[src/verilog/ready_line_pkg.sv]
// Constants shared by the ready-line serial target port
package ready_line_pkg;

   // ----------------------------------------------------------------
   // Core-side register offsets and fields
   // ----------------------------------------------------------------
   localparam logic [7:0] REG_CTRL = 8'h00;
   localparam logic [7:0] REG_TIMEOUT = 8'h04;
   localparam logic [7:0] REG_RATE = 8'h08;
   localparam logic [7:0] REG_EVENT = 8'h0C;
   localparam logic [7:0] REG_STATUS = 8'h10;
   localparam logic [1:0] MEM_WINDOW = 2'h1;
   localparam int CTRL_STREAM = 0;
   localparam int CTRL_STOPIGN = 1;
   localparam int CTRL_TUNING = 2;
   localparam logic [2:0] CTRL_RESET = 3'h0;
   localparam logic [7:0] RATE_RESET = 8'h0A;

   // ----------------------------------------------------------------
   // Serial word space and bytes
   // ----------------------------------------------------------------
   localparam logic [7:0] EVENT_ADDR = 8'h10;
   localparam logic [7:0] INVALID_BYTE = 8'hEE;
   localparam logic [7:0] END_CMD = 8'hFF;
   localparam logic [6:0] PRIMARY_ADDR = 7'h2A; // Arbitrary value

   // ----------------------------------------------------------------
   // Timing, in milliseconds unless named otherwise
   // ----------------------------------------------------------------
   localparam int CLK_PERIOD_NS = 10;
   localparam int MS_NS = 1000000;
   localparam int MS_CYCLES_DOC = MS_NS / CLK_PERIOD_NS;
   localparam logic [7:0] WDOG_MS = 8'hFF;
   localparam logic [7:0] TIMEOUT_RESET_MS = 8'hC8;
   localparam logic [7:0] TIMEOUT_MIN_MS = 8'h02;
   localparam logic [7:0] TIMEOUT_MAX_MS = 8'hE6;
   localparam logic [7:0] FORCE_WAIT_MS = 8'h01;
   localparam logic [3:0] STRETCH_CYCLES = 4'h4;

   typedef enum logic [2:0] {
      S_IDLE = 3'b000,
      S_ADDR = 3'b001,
      S_ACK = 3'b010,
      S_RXB = 3'b011,
      S_TXB = 3'b100,
      S_TXACK = 3'b101,
      S_TXLD = 3'b110
   } link_state_type;

endpackage

[src/verilog/pin_sync3.sv]
// Three-stage input synchroniser with agreement filter
`timescale 1ns/100ps
module pin_sync3 #(
   parameter int W = 2
) (
   input wire logic clk,
   input wire logic rst_n,
   input wire logic [W-1:0] d,
   output logic [W-1:0] q
);
   logic [W-1:0] s1_q, s2_q, s3_q, lvl_q, lvl_d;

   // A bit only moves once the second and third stages agree
   always_comb
   begin
      lvl_d = lvl_q;
      for (int i = 0; i < W; i++)
      begin
         if (s2_q[i] == s3_q[i])
            lvl_d[i] = s3_q[i];
      end
   end

   always_ff @(posedge clk or negedge rst_n)
   begin
      if (!rst_n)
      begin
         s1_q <= '1;
         s2_q <= '1;
         s3_q <= '1;
         lvl_q <= '1;
      end
      else
      begin
         s1_q <= d;
         s2_q <= s1_q;
         s3_q <= s2_q;
         lvl_q <= lvl_d;
      end
   end

   assign q = lvl_q;
endmodule // pin_sync3

[src/verilog/ready_line_i2c_host_port.sv]
// Serial target port with ready line, window timing and watchdog
//
// Added by the designer: strobed register access and the address map.
`timescale 1ns/100ps
module ready_line_i2c_host_port
   import ready_line_pkg::*;
#(
   parameter int DEPTH = 16,
   parameter int MS_CYCLES = MS_CYCLES_DOC
) (
   input wire logic clk,
   input wire logic rst_n,
   input wire logic sclIn,
   output logic sclOut,
   output logic sclOeN,
   input wire logic sdaIn,
   output logic sdaOut,
   output logic sdaOeN,
   output logic rdyOut,
   output logic rdyOeN,
   input wire logic [7:0] addr,
   input wire logic [15:0] wdata,
   input wire logic we,
   input wire logic re,
   output logic [15:0] rdata,
   output logic swReset
);
   localparam int IW = $clog2(DEPTH);
   localparam int MW = $clog2(MS_CYCLES);

   if (DEPTH < 2 || DEPTH > 16 || MS_CYCLES < 2)
   begin : badParam
      $error("DEPTH must be 2..16 and MS_CYCLES at least 2");
   end

   function automatic logic [7:0] clampMs(input logic [7:0] v);
      if (v < TIMEOUT_MIN_MS)
         return TIMEOUT_MIN_MS;
      if (v > TIMEOUT_MAX_MS)
         return TIMEOUT_MAX_MS;
      return v;
   endfunction

   // ----------------------------------------------------------------
   // Pin sampling
   // ----------------------------------------------------------------
   logic [1:0] pinLvl, pinPrev_q;
   logic sclS, sdaS, sclRise, sclFall, startSeen, stopSeen;

   pin_sync3 #(.W(2)) pinSync (
      .clk(clk),
      .rst_n(rst_n),
      .d({sclIn, sdaIn}),
      .q(pinLvl)
   );

   assign sclS = pinLvl[1];
   assign sdaS = pinLvl[0];
   assign sclRise = sclS & ~pinPrev_q[1];
   assign sclFall = ~sclS & pinPrev_q[1];
   assign startSeen = sclS & pinPrev_q[1] & ~sdaS & pinPrev_q[0];
   assign stopSeen = sclS & pinPrev_q[1] & sdaS & ~pinPrev_q[0];

   // ----------------------------------------------------------------
   // State declarations
   // ----------------------------------------------------------------
   logic [15:0] mem_q [DEPTH];
   logic [2:0] ctrl_q, ctrl_d;
   logic [7:0] timeout_q, timeout_d, rate_q, rate_d, flags_q, flags_d;
   logic resetEvent_q, resetEvent_d, pinLow_q;
   logic [15:0] rdata_q, rdata_d;
   logic [MW-1:0] msCnt_q, msCnt_d;
   logic tick, rdyOeN_q, rdyOeN_d, started_q, started_d, forceReq_q, forceReq_d;
   logic swReset_q, swReset_d;
   logic [7:0] winTimer_q, winTimer_d, rateCnt_q, rateCnt_d;
   logic [7:0] forceCnt_q, forceCnt_d, wdog_q, wdog_d;
   link_state_type state_q, state_d;
   logic [2:0] bitCnt_q, bitCnt_d;
   logic [7:0] shift_q, shift_d, ptr_q, ptr_d, loByte_q, loByte_d, rxByte, txByte;
   logic rw_q, rw_d, byteSel_q, byteSel_d, first_q, first_d, ackOn_q, ackOn_d;
   logic sdaOeN_q, sdaOeN_d, sclOeN_q, sclOeN_d;
   logic [3:0] stretch_q, stretch_d;
   logic byteDone, endCmd, flagClr, memWe, addrOk, holdOff;
   logic [3:0] coreIdx;
   logic coreMem;

   assign tick = (msCnt_q == MW'(MS_CYCLES - 1));
   assign rxByte = {shift_q[6:0], sdaS};
   assign holdOff = ctrl_q[CTRL_TUNING] & ~resetEvent_q;
   assign addrOk = (rxByte[7:1] == PRIMARY_ADDR) ||
      (rxByte[7:1] == {PRIMARY_ADDR[6:1], ~PRIMARY_ADDR[0]});
   assign coreIdx = addr[5:2];
   assign coreMem = (addr[7:6] == MEM_WINDOW) && (addr[1:0] == 2'h0) &&
      ({4'h0, coreIdx} < 8'(DEPTH));

   // Read byte selection: low byte first, 0xEE for holes or closed window
   always_comb
   begin
      if (rdyOeN_q)
         txByte = INVALID_BYTE;
      else if (ptr_q < 8'(DEPTH))
         txByte = byteSel_q ? mem_q[ptr_q[IW-1:0]][15:8] : mem_q[ptr_q[IW-1:0]][7:0];
      else if (ptr_q == EVENT_ADDR)
         txByte = byteSel_q ? {resetEvent_q, 7'h00} : flags_q;
      else
         txByte = INVALID_BYTE;
   end

   // ----------------------------------------------------------------
   // Serial link engine
   // ----------------------------------------------------------------
   always_comb
   begin
      state_d = state_q;
      bitCnt_d = bitCnt_q;
      shift_d = shift_q;
      ptr_d = ptr_q;
      rw_d = rw_q;
      loByte_d = loByte_q;
      byteSel_d = byteSel_q;
      first_d = first_q;
      ackOn_d = ackOn_q;
      sdaOeN_d = sdaOeN_q;
      stretch_d = (stretch_q != 4'h0) ? stretch_q - 4'h1 : 4'h0;
      sclOeN_d = (stretch_q == 4'h0);
      byteDone = 1'b0;
      endCmd = 1'b0;
      flagClr = 1'b0;
      memWe = 1'b0;
      case (state_q)
         S_ADDR:
            if (sclRise)
            begin
               shift_d = rxByte;
               bitCnt_d = bitCnt_q + 3'h1;
               if (bitCnt_q == 3'h7)
               begin
                  rw_d = rxByte[0];
                  byteDone = 1'b1;
                  state_d = (addrOk && !holdOff) ? S_ACK : S_IDLE;
               end
            end
         S_ACK:
            if (sclFall)
            begin
               ackOn_d = ~ackOn_q;
               sdaOeN_d = ackOn_q;
               if (ackOn_q && rw_q)
               begin
                  state_d = S_TXLD;
                  sclOeN_d = 1'b0;
               end
               else if (ackOn_q)
                  state_d = S_RXB;
            end
         S_RXB:
            if (sclRise)
            begin
               shift_d = rxByte;
               bitCnt_d = bitCnt_q + 3'h1;
               if (bitCnt_q == 3'h7)
               begin
                  byteDone = 1'b1;
                  first_d = 1'b0;
                  state_d = S_ACK;
                  if (first_q && rxByte == END_CMD && ctrl_q[CTRL_STOPIGN])
                     endCmd = 1'b1;
                  else if (first_q)
                  begin
                     ptr_d = rxByte;
                     byteSel_d = 1'b0;
                  end
                  else if (!byteSel_q)
                  begin
                     loByte_d = rxByte;
                     byteSel_d = 1'b1;
                  end
                  else
                  begin
                     memWe = !rdyOeN_q && (ptr_q < 8'(DEPTH));
                     ptr_d = ptr_q + 8'h01;
                     byteSel_d = 1'b0;
                  end
               end
            end
         S_TXLD:
            begin
               // Hold the clock low while the byte is fetched
               shift_d = {txByte[6:0], 1'b0};
               sdaOeN_d = txByte[7];
               bitCnt_d = 3'h0;
               stretch_d = STRETCH_CYCLES;
               sclOeN_d = 1'b0;
               flagClr = byteSel_q && ptr_q == EVENT_ADDR && !rdyOeN_q;
               state_d = S_TXB;
            end
         S_TXB:
            if (sclFall)
            begin
               bitCnt_d = bitCnt_q + 3'h1;
               if (bitCnt_q == 3'h7)
               begin
                  sdaOeN_d = 1'b1;
                  state_d = S_TXACK;
               end
               else
               begin
                  sdaOeN_d = shift_q[7];
                  shift_d = {shift_q[6:0], 1'b0};
               end
            end
         S_TXACK:
            if (sclRise)
            begin
               byteDone = 1'b1;
               byteSel_d = ~byteSel_q;
               if (byteSel_q)
                  ptr_d = ptr_q + 8'h01;
               state_d = sdaS ? S_IDLE : S_ACK;
               ackOn_d = 1'b1;
               rw_d = 1'b1;
            end
         S_IDLE: ;
         default: state_d = S_IDLE;
      endcase
      // A host acknowledge leaves the data line to the host
      if (state_q == S_TXACK && sclRise && !sdaS)
         ackOn_d = 1'b1;
      if (startSeen)
      begin
         state_d = S_ADDR;
         bitCnt_d = 3'h0;
         first_d = 1'b1;
         ackOn_d = 1'b0;
         sdaOeN_d = 1'b1;
      end
      if (stopSeen || swReset_q)
      begin
         state_d = S_IDLE;
         sdaOeN_d = 1'b1;
      end
   end

   always_ff @(posedge clk or negedge rst_n)
   begin
      if (!rst_n)
      begin
         pinPrev_q <= 2'h3;
         state_q <= S_IDLE;
         bitCnt_q <= 3'h0;
         shift_q <= 8'h00;
         ptr_q <= 8'h00;
         rw_q <= 1'b0;
         loByte_q <= 8'h00;
         byteSel_q <= 1'b0;
         first_q <= 1'b0;
         ackOn_q <= 1'b0;
         sdaOeN_q <= 1'b1;
         sclOeN_q <= 1'b1;
         stretch_q <= 4'h0;
      end
      else
      begin
         pinPrev_q <= pinLvl;
         state_q <= state_d;
         bitCnt_q <= bitCnt_d;
         shift_q <= shift_d;
         ptr_q <= ptr_d;
         rw_q <= rw_d;
         loByte_q <= loByte_d;
         byteSel_q <= byteSel_d;
         first_q <= first_d;
         ackOn_q <= ackOn_d;
         sdaOeN_q <= sdaOeN_d;
         sclOeN_q <= sclOeN_d;
         stretch_q <= stretch_d;
      end
   end

   // ----------------------------------------------------------------
   // Window, timeouts and watchdog
   // ----------------------------------------------------------------
   always_comb
   begin
      msCnt_d = tick ? '0 : msCnt_q + 1'b1;
      rdyOeN_d = rdyOeN_q;
      winTimer_d = winTimer_q;
      started_d = started_q;
      rateCnt_d = (tick && rateCnt_q != 8'hFF) ? rateCnt_q + 8'h01 : rateCnt_q;
      forceReq_d = forceReq_q;
      forceCnt_d = forceCnt_q;
      swReset_d = 1'b0;
      if (rdyOeN_q)
      begin
         winTimer_d = 8'h00;
         started_d = 1'b0;
         if (startSeen)
            forceReq_d = 1'b1;
         if (forceReq_q && tick)
            forceCnt_d = forceCnt_q + 8'h01;
         if ((ctrl_q[CTRL_STREAM] && rateCnt_q >= rate_q) ||
            (!ctrl_q[CTRL_STREAM] && (flags_q != 8'h00 || resetEvent_q)) ||
            (forceReq_q && forceCnt_q >= FORCE_WAIT_MS))
         begin
            rdyOeN_d = 1'b0;
            rateCnt_d = 8'h00;
            forceReq_d = 1'b0;
            forceCnt_d = 8'h00;
         end
      end
      else
      begin
         if (startSeen)
            started_d = 1'b1;
         if (!started_q && tick)
            winTimer_d = winTimer_q + 8'h01;
         if ((stopSeen && !ctrl_q[CTRL_STOPIGN]) || endCmd ||
            (!started_q && winTimer_q >= timeout_q))
            rdyOeN_d = 1'b1;
      end
      // Restart the prescaler so window and watchdog spans run whole milliseconds
      if ((rdyOeN_q && !rdyOeN_d) || (byteDone && !rdyOeN_q))
         msCnt_d = '0;
      if (rdyOeN_q || byteDone)
         wdog_d = 8'h00;
      else
         wdog_d = tick ? wdog_q + 8'h01 : wdog_q;
      if (wdog_q == WDOG_MS)
      begin
         swReset_d = 1'b1;
         rdyOeN_d = 1'b1;
         wdog_d = 8'h00;
      end
   end

   always_ff @(posedge clk or negedge rst_n)
   begin
      if (!rst_n)
      begin
         msCnt_q <= '0;
         rdyOeN_q <= 1'b1;
         winTimer_q <= 8'h00;
         started_q <= 1'b0;
         rateCnt_q <= 8'h00;
         forceReq_q <= 1'b0;
         forceCnt_q <= 8'h00;
         wdog_q <= 8'h00;
         swReset_q <= 1'b0;
      end
      else
      begin
         msCnt_q <= msCnt_d;
         rdyOeN_q <= rdyOeN_d;
         winTimer_q <= winTimer_d;
         started_q <= started_d;
         rateCnt_q <= rateCnt_d;
         forceReq_q <= forceReq_d;
         forceCnt_q <= forceCnt_d;
         wdog_q <= wdog_d;
         swReset_q <= swReset_d;
      end
   end

   // ----------------------------------------------------------------
   // Core register port and word store
   // ----------------------------------------------------------------
   always_comb
   begin
      ctrl_d = ctrl_q;
      timeout_d = timeout_q;
      rate_d = rate_q;
      flags_d = flags_q & ~{8{flagClr}};
      rdata_d = 16'h0000;
      if (we)
      begin
         case (addr)
            REG_CTRL: ctrl_d = wdata[2:0];
            REG_TIMEOUT: timeout_d = clampMs(wdata[7:0]);
            REG_RATE: rate_d = wdata[7:0];
            REG_EVENT: flags_d = flags_d | wdata[7:0];
            default: ;
         endcase
      end
      resetEvent_d = swReset_q | (resetEvent_q & ~flagClr);
      if (re)
      begin
         case (addr)
            REG_CTRL: rdata_d = {13'h0000, ctrl_q};
            REG_TIMEOUT: rdata_d = {8'h00, timeout_q};
            REG_RATE: rdata_d = {8'h00, rate_q};
            REG_EVENT: rdata_d = {8'h00, flags_q};
            REG_STATUS: rdata_d = {12'h000, holdOff, started_q, ~rdyOeN_q, resetEvent_q};
            default: rdata_d = coreMem ? mem_q[coreIdx[IW-1:0]] : 16'h0000;
         endcase
      end
   end

   always_ff @(posedge clk or negedge rst_n)
   begin
      if (!rst_n)
      begin
         ctrl_q <= CTRL_RESET;
         timeout_q <= TIMEOUT_RESET_MS;
         rate_q <= RATE_RESET;
         flags_q <= 8'h00;
         resetEvent_q <= 1'b1;
         rdata_q <= 16'h0000;
         pinLow_q <= 1'b0;
      end
      else
      begin
         ctrl_q <= ctrl_d;
         timeout_q <= timeout_d;
         rate_q <= rate_d;
         flags_q <= flags_d;
         resetEvent_q <= resetEvent_d;
         rdata_q <= rdata_d;
         pinLow_q <= 1'b0;
      end
   end

   // Serial writes win over a core write to the same cycle
   always_ff @(posedge clk)
   begin
      if (memWe)
         mem_q[ptr_q[IW-1:0]] <= {rxByte, loByte_q};
      else if (we && coreMem)
         mem_q[coreIdx[IW-1:0]] <= wdata;
   end

   assign sclOut = pinLow_q;
   assign sclOeN = sclOeN_q;
   assign sdaOut = pinLow_q;
   assign sdaOeN = sdaOeN_q;
   assign rdyOut = pinLow_q;
   assign rdyOeN = rdyOeN_q;
   assign rdata = rdata_q;
   assign swReset = swReset_q;
endmodule // ready_line_i2c_host_port

[config.mk]
export PLATFORM = sky130hd
export DESIGN_NAME = ready_line_i2c_host_port
export DESIGN_NICKNAME = d
export VERILOG_FILES = /design/src/verilog/ready_line_pkg.sv /design/src/verilog/pin_sync3.sv /design/src/verilog/ready_line_i2c_host_port.sv
export SDC_FILE = /design/constraint.sdc
export NUM_CORES = 1
export LEC_CHECK = 0
export BUFFER_PORTS_ARGS = -buffer_cell sky130_fd_sc_hd__buf_2
export CORE_UTILIZATION = 43
export DETAILED_ROUTE_END_ITERATION = 10
export SYNTH_ARGS = -nofsm -noshare
export SYNTH_HDL_FRONTEND = slang
export SYNTH_SLANG_ARGS = --single-unit
export TNS_END_PERCENT = 5
[constraint.sdc]
create_clock -name clk -period 2.8 [get_ports clk]
set_clock_uncertainty 0.05 [all_clocks]
set_input_delay 0.28 -clock clk [delete_from_list [all_inputs] [get_ports clk]]
set_output_delay 0.28 -clock clk [all_outputs]
set_load 0.1 [all_outputs]
==> impl_results.md <==
* Status: finished with violations
* Violations in the final reports: negative setup slack
* Slew Limit Fails at 0
* PwrDens at 659 mW/mm^2
* Lkg Pwr at 0.00840 uW
* DRC Markers at 0
* Synth Flop Type: edfxtp_1
* Drt via density at 6.00
* Final wirelength at 53200 um
* Core region area at 0.0453 sq mm
* Initial Utilization at 0.435
* NetSw at 4020 uW
* Antenna violations before repair at 2
* CP cell instances: nor4_4 > buf_4 > nand2b_1 > a2111oi_0 > o221ai_1 > o311ai_1 > a22o_1
* Clk buf depth at 3
* Mapped Cells at between 1000 and 1500
* Yosys cell types at 85
* Share of cells above drive strength 1 at 0.296
* Cell area after synthesis at 0.0197 sq mm
* Die area at around 0.047 sq mm
* Die Span X at 216 um
* Reg2Reg Capture Point: shift_q[1]
* Max frequency at 0.356 GHz
* Nets@finish at 1527
* DR WL/cell at 25.3 um
* First-pass GRT wire length at 80700 um
* Net switching share of the total power at 0.266
* Vias in the first global route at between 10000 and 15000
* DRT iter0 DRCs at between 1000 and 1500
* CP arrival at about 3300 ps
* CTS HTree Levels at 2
* Hold WC Path Type: in -> reg
* First-pass DRT Iterations at 5
* CP Launch Point: ptr_q[4]
* Final hold vios at 0
* Top cells by area, synth: edfxtp_1, mux4_2, dfrtp_1
* Commonest cells in the netlist: edfxtp_1, mux4_2, dfrtp_1
* Worst path max stage delay at 830 ps
* CTS tree: yes
* Fin crit period at 2810 ps
* Setup TNS at -8.98 ps
* Total gr overflow at 0
* Row cnt at 78
* Root Buffer: clkbuf_16
* DPL Wire Length at 37400 um
* WHS Endpoint: timeout_q[5]
* Pin count of the biggest net entering global routing at 66
* Hold Crit Start: wdata[5]
* Register area share after synthesis at 0.578
* CTS clock-pin slew for the worst setup and hold paths at 60 ps
* Placed instance area at 0.0213 sq mm
* Worst Tran Pin Value at approximately 940 ps
* CP Max Fanout at 7
* Worst Setup End Kind: flop
* Design area at 0.0230 sq mm
* R2r startpoint: ptr_q[4]
* Power share of the sequential group at 0.459
* Mapped Avg Cell Area at 14.6 sq um
* Post-route clock period utilization at 1.00
* Power share of the clock group at 0.408
* Worst reg2reg path depth at 7
* Max VDD drop at 0.493 mV
* Gate power share at 0.133
* Crit-path slowest cell: a2111oi_0
* Slew margin rel. at 0.355
* Most frequent cell after synthesis: edfxtp_1
* Critical path required time at 3270 ps
* Buf+Inv Stages, Crit Path at 1
* Post-synth EDFFs at 256
* GRT Util Overall at 0.234
* Hold slack at 46.1 ps
* ANT nets after route at 0
* Final WS setup at -8.98 ps
* Flop2flop setup slack at -9 ps
* Post-synth ARST share at 0.365
* Crit path max-delay family: compound AO/OA/AOI/OAI gates
* Crit start category: flop
* Synth warnings at 0
* GPL Wtd Cong at 0.906
* Syn-to-layout area delta at 16.4%
* Post-synth top area cell: edfxtp_1
* Port Buffers at 49
* Internal power at 11100 uW
* Synthesis-stage register bit count at 403
* Via count at ~13000
* CTS Buf Count at 45
* I/O pins at 53
* CTS sink cnt at a little over 400
* Critical path class: reg -> reg
* Vert. Die Dim at 216 um
* MaxCap Viol Count at 0
* Endpoints failing setup at 1
* Synth top area share at 0.390
* Worst Hold Depth at 3
* N_diodes at 0
* Clock Latency Late Sink at 580 ps
## worst min-delay path: cells and delay by family
family                 cells  cell delay, ps
AOI/OAI and AO/OA          1              70
buffers and inverters      1             180
and+or+nand+nor            1              70
## registers in the layout (all words and copies together), names as in the netlist, 2 cells and up
name          cells
msCnt_q          17
wdog_q            8
pinPrev_q         2
mem_q           256
rdata            16
rate_q            8
ctrl_q            3
rateCnt_q         8
timeout_q         8
ptr_q             8
bitCnt_q          3
state_q           3
winTimer_q        8
pinSync.s3_q      2
pinSync.s1_q      2
pinSync.q         2
flags_q           8
shift_q           8
stretch_q         4
loByte_q          8
pinSync.s2_q      2
forceCnt_q        8
## metal layers
metal,track usage,wire length (um),up-vias
li1,-,-,5522
met4,0.0960,2030,2
met5,0.0198,127,-
met3,0.0476,3990,101
met2,0.358,24700,511
met1,0.325,22400,6491
## timing repair
item                       CTS  global route
buffers inserted             0             1
gates resized for setup      2            14
pin swaps                    0             3
hold endpoints to repair    67             0
hold buffers                10             0
setup endpoints to repair   68           266
## stage by stage
stage                util  power, uW  cells  setup slack, ps
floorplan               -       8170   1354             -230
global placement    0.470       9020   2011            -16.7
detailed placement  0.470       9050   2011            -56.8
CTS                 0.506      15200   2103            0.427
global route        0.507      15600   2104            -4.73
finish              0.507      15100   2104            -8.98
## kinds of logic after synthesis
kind of cell / synth area share
multiplexers: 0.194
XOR/XNOR: 0.0169
buffers and inverters: 0.0306
adder cells (fa/ha/maj): 0.0193
AND/OR/NAND/NOR: 0.0971
AO/OA/AOI/OAI: 0.0642
other: 0.000190
flip-flops: 0.578
## power groups by stage
| stage | Sequential [uW] | Clock [uW] | Combinational [uW] |
|---|---|---|---|
| floorplan | 7120 | 0 | 1050 |
| global placement | 7040 | 0 | 1970 |
| detailed placement | 7050 | 0 | 2000 |
| CTS | 6930 | 6270 | 2020 |
| global route | 6960 | 6480 | 2170 |
| finish | 6940 | 6170 | 2020 |
## worst max-delay path by stage
| stage | to | cells after the start |
|---|---|---|
| floorplan | mem_q[3][0] | 6 |
| global placement | mem_q[3][15] | 11 |
| detailed placement | mem_q[3][12] | 11 |
| CTS | mem_q[4][12] | 11 |
| global route | mem_q[12][11] | 12 |
| finish | shift_q[1] | 7 |
## cells in the final DEF, fill, tap and decap left out, drive strengths merged, types with 10 or more instances in the layout
cell type,n
o21ai,52
dlygate4sd3,10
nor4,13
edfxtp,256
o22ai,13
nor2b,28
clkinv,12
mux2,28
nand2,75
dfstp,19
a211oi,14
xnor2,13
and3,16
nand3,25
mux4,150
nor2,107
inv,46
buf,141
nor3,27
a21oi,45
nand2b,11
dfrtp,128
mux2i,11
clkbuf,60
a22o,10
nand4,15
ha,28
xor2,25
## layout make-up
class,count,area [sq um]
clock buffers,60,1240
clock inverters,22,290
fillers,3824,22300
inverters,43,161
multi-input cells,825,7800
flip-flops and latches,403,11400
well taps,600,751
repair buffers,151,1310
Power figures use the tool's default switching activity.
